[config.mk]
export PLATFORM = sky130hd
export DESIGN_NAME = mfic_top
export DESIGN_NICKNAME = d
export VERILOG_FILES = /design/src/hw/mfic_pkg.sv /design/src/hw/mfic_top.sv
export SDC_FILE = /design/constraint.sdc
export NUM_CORES = 1
export LEC_CHECK = 0
export ABC_CLOCK_PERIOD_IN_PS = 1800
export BUFFER_PORTS_ARGS = -buffer_cell sky130_fd_sc_hd__buf_2
export CORE_MARGIN = 3
export CORE_UTILIZATION = 30
export DETAILED_ROUTE_END_ITERATION = 7
export SLEW_MARGIN = 20
export SYNTH_ARGS = -nofsm -noshare
export SYNTH_HDL_FRONTEND = slang
export SYNTH_SLANG_ARGS = --single-unit
[constraint.sdc]
create_clock -name clock -period 1.8 [get_ports clock]
set_input_delay 0.27 -clock clock [delete_from_list [all_inputs] [get_ports clock]]
set_output_delay 0.27 -clock clock [all_outputs]
set_load 0.005 [all_outputs]
[src/hw/mfic_pkg.sv]
// package: constants and types for the multi-function interrupt controller
package mfic_pkg;

  // ***************************************
  // widths
  // ***************************************
  localparam int ADDR_W = 3;
  localparam int DATA_W = 8;
  localparam int PC_W   = 13;

  // ***************************************
  // register offsets
  // ***************************************
  localparam logic [ADDR_W-1:0] OFS_CTRL = 3'h0;
  localparam logic [ADDR_W-1:0] OFS_MF0  = 3'h1;
  localparam logic [ADDR_W-1:0] OFS_MF1  = 3'h2;
  localparam logic [ADDR_W-1:0] OFS_MF2  = 3'h3;
  localparam logic [ADDR_W-1:0] OFS_STAT = 3'h4;

  // ***************************************
  // field positions, masks, reset values
  // ***************************************
  localparam int CTRL_GIE_BIT     = 0;
  localparam int CTRL_OWN_EN_LSB  = 1;
  localparam int CTRL_OWN_FLG_LSB = 4;
  localparam int STAT_FULL_BIT    = 3;
  localparam int STAT_PEND_BIT    = 4;
  localparam int MF_FLAG_LSB      = 4;
  localparam logic [DATA_W-1:0] MF2_IMPL_MASK = 8'h33;
  localparam logic [DATA_W-1:0] REG_RESET     = 8'h00;
  localparam logic [PC_W-1:0]   PC_RESET      = 13'h0000;

  // ***************************************
  // types
  // ***************************************
  typedef enum logic [2:0] {
    MFIC_SEL_NONE,
    MFIC_SEL_OWN0,
    MFIC_SEL_OWN1,
    MFIC_SEL_MF0,
    MFIC_SEL_MF1,
    MFIC_SEL_MF2
  } mfic_sel_t;

  // event pulses; bit order of each nibble matches the flag nibble
  typedef struct packed {
    logic [1:0] own_hit;    // own-vector sources
    logic       datamem_done;
    logic       lowvolt_hit;
    logic [3:0] tgrp1_hit;  // ptimer2 a, p, ptimer1 a, p
    logic [3:0] tgrp0_hit;  // ptimer0 a, p, stdtimer a, p
  } mfic_events_t;

  typedef struct packed {
    logic [ADDR_W-1:0] addr;
    logic [DATA_W-1:0] wdata;
    logic              wr;
    logic              rd;
  } mfic_bus_t;

  typedef struct packed {
    logic            take;
    logic [PC_W-1:0] vector;
    logic [PC_W-1:0] push_data;
    logic            push;
    logic            pop;
  } mfic_core_t;

  typedef struct packed {
    logic              gie;
    logic [1:0]        own_en;
    logic [1:0]        own_flag;
    logic [DATA_W-1:0] timer_group0_irq_flags_enables;
    logic [DATA_W-1:0] timer_group1_irq_flags_enables;
    logic [DATA_W-1:0] memory_voltage_irq_flags_enables;
    logic [DATA_W-1:0] rdata;
    mfic_core_t        core;
    mfic_sel_t         last_sel;
    logic              wake;
  } mfic_state_t;

endpackage

[src/hw/mfic_top.sv]
// multi-function interrupt controller: flags, enables, priority, vectoring
// Function
// - reg0 flags: ptimer0 a/p, stdtimer a/p
// - reg0 low nibble: matching per-source enables
// - reg1 flags: ptimer2 a/p, ptimer1 a/p
// - reg1 low nibble: matching enables, 1 enables
// - reg2 flags: datamem bit5, lowvolt bit4
// - reg2 enables: datamem bit1, lowvolt bit0
// - reg2 unused bits read zero
// - events set flags regardless of enable
// - disabled pending flag: no branch, stays set
// - global enable low blocks every interrupt
// - take: push next pc, load vector
// - return pops saved pc from stack
// - own vectors; multi-function sources share vectors
// - servicing clears global enable, no nesting
// - blocked requests keep their flags
// - full stack blocks all acknowledgement
// - simultaneous requests use fixed priority
// - any flag set wakes from sleep; here only an event setting a clear flag wakes
// - own-vector service clears its flag
// - global enable: one bit, 1 enables
//
// Decided for this implementation: the register offsets and the strobed register port.
`timescale 1ns/100ps
`default_nettype none

module mfic_top
  import mfic_pkg::*;
#(
  parameter logic [PC_W-1:0] VEC_OWN0 = 13'h0004,
  parameter logic [PC_W-1:0] VEC_OWN1 = 13'h0008,
  parameter logic [PC_W-1:0] VEC_MF0  = 13'h000c,
  parameter logic [PC_W-1:0] VEC_MF1  = 13'h0010,
  parameter logic [PC_W-1:0] VEC_MF2  = 13'h0014
) (
  input  wire logic              clock,
  input  wire logic              nrst,
  input  wire mfic_bus_t         bus,
  output var  logic [DATA_W-1:0] rdata,
  input  wire mfic_events_t      events,
  input  wire logic              instr_boundary,
  input  wire logic [PC_W-1:0]   next_pc,
  input  wire logic              stack_full,
  input  wire logic              return_from_interrupt,
  output var  mfic_core_t        core,
  output var  logic              wake
);

  // ***************************************
  // state
  // ***************************************
  mfic_state_t st;
  mfic_state_t next_st;

  logic [11:0]       flag_now;
  logic [11:0]       event_now;
  logic [11:0]       wake_bits;
  logic [2:0]        mf_req;
  logic [1:0]        own_req;
  logic              any_req;
  logic              accept;
  mfic_sel_t         sel;
  logic [PC_W-1:0]   sel_vec;

  // ***************************************
  // request evaluation
  // ***************************************
  assign flag_now = {st.own_flag,
                     st.memory_voltage_irq_flags_enables[5:4],
                     st.timer_group1_irq_flags_enables[7:4],
                     st.timer_group0_irq_flags_enables[7:4]};
  assign event_now = {events.own_hit, events.datamem_done, events.lowvolt_hit,
                      events.tgrp1_hit, events.tgrp0_hit};

  // only a flag going from clear to set wakes; a preset flag stays quiet
  genvar gi;
  generate
    for (gi = 0; gi < 12; gi++) begin : g_wake
      assign wake_bits[gi] = event_now[gi] & ~flag_now[gi];
    end
  endgenerate

  assign mf_req[0] = |(st.timer_group0_irq_flags_enables[7:4]
                       & st.timer_group0_irq_flags_enables[3:0]);
  assign mf_req[1] = |(st.timer_group1_irq_flags_enables[7:4]
                       & st.timer_group1_irq_flags_enables[3:0]);
  assign mf_req[2] = |(st.memory_voltage_irq_flags_enables[5:4]
                       & st.memory_voltage_irq_flags_enables[1:0]);
  assign own_req   = st.own_flag & st.own_en;
  assign any_req   = |{own_req, mf_req};

  // boundary only, global enable set, room on the stack
  assign accept = instr_boundary & st.gie & ~stack_full & any_req;

  // fixed priority: own0, own1, mf0, mf1, mf2
  always_comb begin
    sel     = MFIC_SEL_NONE;
    sel_vec = PC_RESET;
    if (own_req[0]) begin
      sel     = MFIC_SEL_OWN0;
      sel_vec = VEC_OWN0;
    end else if (own_req[1]) begin
      sel     = MFIC_SEL_OWN1;
      sel_vec = VEC_OWN1;
    end else if (mf_req[0]) begin
      sel     = MFIC_SEL_MF0;
      sel_vec = VEC_MF0;
    end else if (mf_req[1]) begin
      sel     = MFIC_SEL_MF1;
      sel_vec = VEC_MF1;
    end else if (mf_req[2]) begin
      sel     = MFIC_SEL_MF2;
      sel_vec = VEC_MF2;
    end
  end

  // ***************************************
  // next state
  // ***************************************
  always_comb begin
    next_st            = st;
    next_st.rdata      = REG_RESET;
    next_st.core.take  = 1'b0;
    next_st.core.push  = 1'b0;
    next_st.core.pop   = return_from_interrupt;
    next_st.wake       = |wake_bits;

    // software writes first; hardware sets and clears override below
    if (bus.wr) begin
      if (bus.addr == OFS_CTRL) begin
        next_st.gie      = bus.wdata[CTRL_GIE_BIT];
        next_st.own_en   = bus.wdata[CTRL_OWN_EN_LSB +: 2];
        next_st.own_flag = bus.wdata[CTRL_OWN_FLG_LSB +: 2];
      end else if (bus.addr == OFS_MF0) begin
        next_st.timer_group0_irq_flags_enables = bus.wdata;
      end else if (bus.addr == OFS_MF1) begin
        next_st.timer_group1_irq_flags_enables = bus.wdata;
      end else if (bus.addr == OFS_MF2) begin
        next_st.memory_voltage_irq_flags_enables = bus.wdata & MF2_IMPL_MASK;
      end
    end

    if (bus.rd) begin
      if (bus.addr == OFS_CTRL) begin
        next_st.rdata[CTRL_GIE_BIT]           = st.gie;
        next_st.rdata[CTRL_OWN_EN_LSB +: 2]   = st.own_en;
        next_st.rdata[CTRL_OWN_FLG_LSB +: 2]  = st.own_flag;
      end else if (bus.addr == OFS_MF0) begin
        next_st.rdata = st.timer_group0_irq_flags_enables;
      end else if (bus.addr == OFS_MF1) begin
        next_st.rdata = st.timer_group1_irq_flags_enables;
      end else if (bus.addr == OFS_MF2) begin
        next_st.rdata = st.memory_voltage_irq_flags_enables & MF2_IMPL_MASK;
      end else if (bus.addr == OFS_STAT) begin
        next_st.rdata[2:0]           = st.last_sel;
        next_st.rdata[STAT_FULL_BIT] = stack_full;
        next_st.rdata[STAT_PEND_BIT] = any_req;
      end
    end

    // service: push, vector, drop global enable
    if (accept) begin
      next_st.core.take      = 1'b1;
      next_st.core.push      = 1'b1;
      next_st.core.push_data = next_pc;
      next_st.core.vector    = sel_vec;
      next_st.last_sel       = sel;
      next_st.gie            = 1'b0;
      if (sel == MFIC_SEL_OWN0) begin
        next_st.own_flag[0] = 1'b0;
      end else if (sel == MFIC_SEL_OWN1) begin
        next_st.own_flag[1] = 1'b0;
      end
    end

    // events set flags whatever the enables; a set beats any clear
    next_st.timer_group0_irq_flags_enables[7:4] =
      next_st.timer_group0_irq_flags_enables[7:4] | events.tgrp0_hit;
    next_st.timer_group1_irq_flags_enables[7:4] =
      next_st.timer_group1_irq_flags_enables[7:4] | events.tgrp1_hit;
    next_st.memory_voltage_irq_flags_enables[5] =
      next_st.memory_voltage_irq_flags_enables[5] | events.datamem_done;
    next_st.memory_voltage_irq_flags_enables[4] =
      next_st.memory_voltage_irq_flags_enables[4] | events.lowvolt_hit;
    next_st.own_flag = next_st.own_flag | events.own_hit;
  end

  // ***************************************
  // registers
  // ***************************************
  always_ff @(posedge clock) begin
    if (!nrst) begin
      st <= '0;
    end else begin
      st <= next_st;
    end
  end

  assign rdata = st.rdata;
  assign core  = st.core;
  assign wake  = st.wake;
endmodule // mfic_top

`default_nettype wire

---- Word level (Yosys, flattened, before mapping) ----
Cells that the tools add are included.
operators by class
  equality and inequality tests ........... 6
  muxes and demuxes ....................... 30
  bitwise operators ....................... 42
  reduce and logical (&&, ||, !) cells .... 13
operator list
  cell                                                 number
  two-way mux 8 bit                                    4
  two-way mux 5 bit                                    6
  two-way mux 28 bit                                   1
  two-way mux 26 bit                                   1
  two-way mux 24 bit                                   1
  OR reduction 12 bit                                  2
  two-way mux 3 bit                                    6
  inverter 1 bit                                       18
  two-way mux 16 bit                                   1
  bitwise AND 1 bit                                    15
  two-way mux 13 bit                                   1
  two-way mux 6 bit                                    2
  equality test 3 x 2 -> 1 bit, second input constant  3
  bitwise AND 4 bit                                    2
  bitwise OR 4 bit                                     2
  OR reduction 4 bit                                   2
  equality test 3 x 1 -> 1 bit, second input constant  2
  two-way mux 2 bit                                    3
  AND reduction 5 bit                                  1
  bitwise AND 2 bit                                    2
  two-way mux 1 bit                                    4
  AND reduction 2 bit                                  2
  AND reduction 4 bit                                  1
  OR reduction 2 bit                                   2
  other kinds (6)                                      7
storage, ports and cells
  bits in registers ....................... 66
  output and inout bits ................... 38
  word-level logic and storage cells ...... 109

---- Depth between registers and ports, before layout ----
  depth in word-level cells ............... 12
  gate-level depth with buffers ........... 7
  gate-level depth less buffers ........... 5

---- Worst setup path after synthesis ----
Ideal clock, no wire load.
  kind .................................... input to register
  from .................................... input bus[12] in the netlist's numbering
  to ...................................... register st, in the netlist flag_now[2]
  arrival ................................. 1535 ps
  required time ........................... 1685 ps
  setup slack ............................. 150 ps
  stages .................................. 4
  path buffers ............................ 1
  cells stage by stage .................... clkbuf_1 -> nor3_2 -> mux2_2 -> o21a_1
between the ends
  cells in the longest elaborated chain, start to end .. 5
ends and longest elaborated chain
  item                          line             source
  start, declared               mfic_top.sv:39   input wire mfic_bus_t bus,
  equality test 3 x 1 -> 1 bit  mfic_top.sv:135  end else if (bus.addr == OFS_MF0) begin
  two-way mux 8 bit             mfic_top.sv:135
  two-way mux 24 bit (*)        mfic_top.sv:131  if (bus.addr == OFS_CTRL) begin
  two-way mux 26 bit (*)        mfic_top.sv:130  if (bus.wr) begin
  bitwise OR 4 bit (*)          mfic_top.sv:179  next_st.timer_group0_irq_flags_enables[7:4] | events.tgrp0_hit;
  end signal, assigned          mfic_top.sv:196  st <= next_st;
  end, declared                 mfic_top.sv:53   mfic_state_t st;
Every way passes the cells marked *; elsewhere a longest branch is shown, timed or not.
A chain may end at the register's enable or synchronous reset.

---- Worst setup path in the final report ----
  from .................................... register st[57] in the netlist's numbering
  to ...................................... register st, in the netlist core[18]
between the ends
  cells in the longest elaborated chain, start to end .. 5
ends and longest elaborated chain
  item                   line             source
  bitwise AND 4 bit (*)  mfic_top.sv:85   & st.timer_group0_irq_flags_enables[3:0]);
  OR reduction 4 bit     mfic_top.sv:84   assign mf_req[0] = |(st.timer_group0_irq_flags_enables[7:4]
  two-way mux 5 bit      mfic_top.sv:106  end else if (mf_req[0]) begin
  two-way mux 5 bit      mfic_top.sv:103  end else if (own_req[1]) begin
  two-way mux 13 bit     mfic_top.sv:100  if (own_req[0]) begin
Marks and branches as above.

==> results.toml <==
[outcome]
outcome = "complete, no violations"

[clocking]
cts_buffers = 5
clk_path_buf_depth = 2
path_clk_slew_ns = 0.10
tritoncts = "built"
cts_max_level = 2
root_buffer = "clkbuf_8"
clk_latency_ns = 0.31
clock-sinks = 52

[pwr]
power_leakage_nw = 1.33
irDropWorstVdd_uv = 366
power.density_nw_per_um2 = 774
power.total_mw = 2.32

[setup_path]
cp-start-kind = "flip-flop"
cp_max_fo = 16
rr_startpoint = "st[57]"
required_ns = 2.01
critPathKind = "flip-flop to flip-flop"
crit_path_start = "st[57]"
critPathCaptureType = "flip-flop"
cp_data_arrival_time_ns = 1.91

[placement]
place_ws_ns = 0.0342
post-dp-hpwl_um = 4950
place_congestion = 0.810
port_buffers = 70
placed_cells = 415

[synth]
yosysSeqAreaShare_pct = 40.7
synth.avg_cell_area_um2 = 9.86
synth.cell_area_um2 = 2550
yosysWarnings = 0
synth-async-reset-ratio_pct = 0
synth.most_common_cell = "dfxtp_1"
synth.largest_area_cell = "dfxtp_1"
netlist_instances = 259
synth_flop_cell = "dfxtp_1"
synth_edf_count = 0
synth_cell_types = 47
ys_ff_latch = 52
synthTopCellsByArea = "dfxtp_1 (41%), buf_4 (11%), mux2i_1 (7.4%), a22o_1 (5.1%), nor2b_1 (3.9%)"
netlist_top_cells_count = "dfxtp_1 (52), buf_4 (38), mux2i_1 (19)"
synthDominantCellAreaShare_pct = 40.7

[global_routing]
grt_overflow = 0
grt_pass1_wl_um = 9950
antenna_found_initial = 0
grt_max_degree = 19
grt_usage_pct = 12.8
grt_pass1_vias = 2004

[drt]
drc = 0
firstDrtPassIters = 4
via_per_inst = 4.73
drt-wirelength-per-cell_um = 14.8
dr_total_vias = 1999
wl_um = 6260
drtIter0Drc = 85
ant_nets = 0

[min_path]
worstHoldStart = "return_from_interrupt"
hold_path.class = "input pin to flip-flop"

[sta]
fin_ws_ns = 0.104
maxSlewViolCount = 0
final-setup-viol-count = 0
fmax_ghz = 0.589
fin_tns_setup_ns = 0
hold_violations = 0
skew_ns = 0.00508
period_minus_slack_ns = 1.70
period_share_pct = 94.2
rsz0062_at_grt = "false"

[floorplan]
fp-row-count = 33
die-area_um2 = 9660
die_h_um = 98.3
core_area_um2 = 8260
die_w_um = 98.3
io_pins = 81
start_util_pct = 30.9

[cells_and_area]
regArea_um2 = 1040
syn_to_final_growth_pct = 17.3
layout-drive-gt1-share_pct = 34.9
num_antenna_cells = 0
fillers = 869
final_nets = 360
final_cells = 423
multi_input_area_um2 = 1150

[job]
max-cap-violations = 0
-- final cells by class --
type | instances | area share (%)
multi-input combinational | 154 | 38.5
sequential | 52 | 34.7
timing repair buffer | 91 | 16.9
tap | 105 | 4.38
clock buffer | 5 | 2.30
inverter | 13 | 1.63
clock inverter | 3 | 1.54
-- cell usage in the layout (no fill, tap or decap), types with 2 or more instances in the layout --
| master | netlist | final |
|---|---|---|
| inv_1 | 13 | 13 |
| buf_2 | 3 | 70 |
| nand2_1 | 10 | 10 |
| mux2_2 | 2 | 2 |
| a221oi_1 | 2 | 2 |
| and2_1 | 2 | 2 |
| a22o_1 | 15 | 15 |
| a21boi_0 | 6 | 6 |
| nor2b_1 | 16 | 16 |
| a21oi_1 | 10 | 10 |
| mux4_2 | 3 | 3 |
| o22ai_1 | 4 | 4 |
| mux2i_1 | 19 | 19 |
| nor2_1 | 5 | 5 |
| o21ai_0 | 4 | 4 |
| a31oi_1 | 2 | 2 |
| nand3_1 | 4 | 4 |
| buf_4 | 38 | 21 |
| and3b_1 | 2 | 2 |
| conb_1 | 1 | 10 |
| dfxtp_1 | 52 | 52 |
| a22oi_1 | 6 | 6 |
| nand2b_1 | 4 | 4 |
| nor3_1 | 3 | 3 |
| o21a_1 | 6 | 6 |
| clkbuf_8 | 0 | 5 |
-- through the flow --
step / hold WS [ns] / utilization (%) / cell area (µm²)
6_report: 0.161 / 36.3 / 3000
5_1_grt: 0.155 / 36.3 / 3000
4_1_cts: 0.154 / 36.3 / 3000
3_5_place_dp: 0.450 / 34.9 / 2880
3_3_place_gp: 0.455 / 34.9 / 2880
2_1_floorplan: 0.394 / - / 2590
-- worst max-delay path, stage by stage (launching register included) --
cell and delay (ns):
dfxtp_1 0.34, a22oi_1 0.29, and4_1 0.28, nand3_2 0.07, and3_2 0.32, a32o_1 0.29
-- path summary, 6_finish.rpt --
check	end	slack, ns	cells past startpoint
hold / removal	core[0]	0.16	2
hold reg to reg	core[5]	0.48	1
setup reg to reg	core[18]	0.10	5
setup / recovery	core[18]	0.10	5
-- layer usage --
metal / routed length [µm] / global-route usage [%] / vias to the layer above
li1: - / - / 994
met4: 77 / 3.47 / 0
met3: 395 / 2.86 / 5
met5: 0 / 0 / -
met1: 2880 / 17.3 / 931
met2: 2900 / 20.6 / 69
-- registers in the layout, summed over array words and instances (netlist names) --
name      count
wake          1
st           13
flag_now     12
rdata         8
core         18
-- where the power goes --
group,switching [mW],internal (mW)
clock network,0.413,0.419
logic,0.144,0.139
registers,0.0227,1.18
-- cell families after synthesis --
kind of cell           count (synthesis)  share of synthesized area (%)
AO/OA/AOI/OAI                         66                           19.9
buffers and inverters                 62                           15.5
AND/OR/NAND/NOR                       54                           12.8
flip-flops                            52                           40.7
multiplexers                          24                           11.0
other                                  1                          0.147
-- timing repair --
action	in CTS	in global routing
setup endpoints to repair	0	14
hold buffers	0	0
gates resized for setup	0	1
setup buffers	0	0
Power figures use the tool's default switching activity.
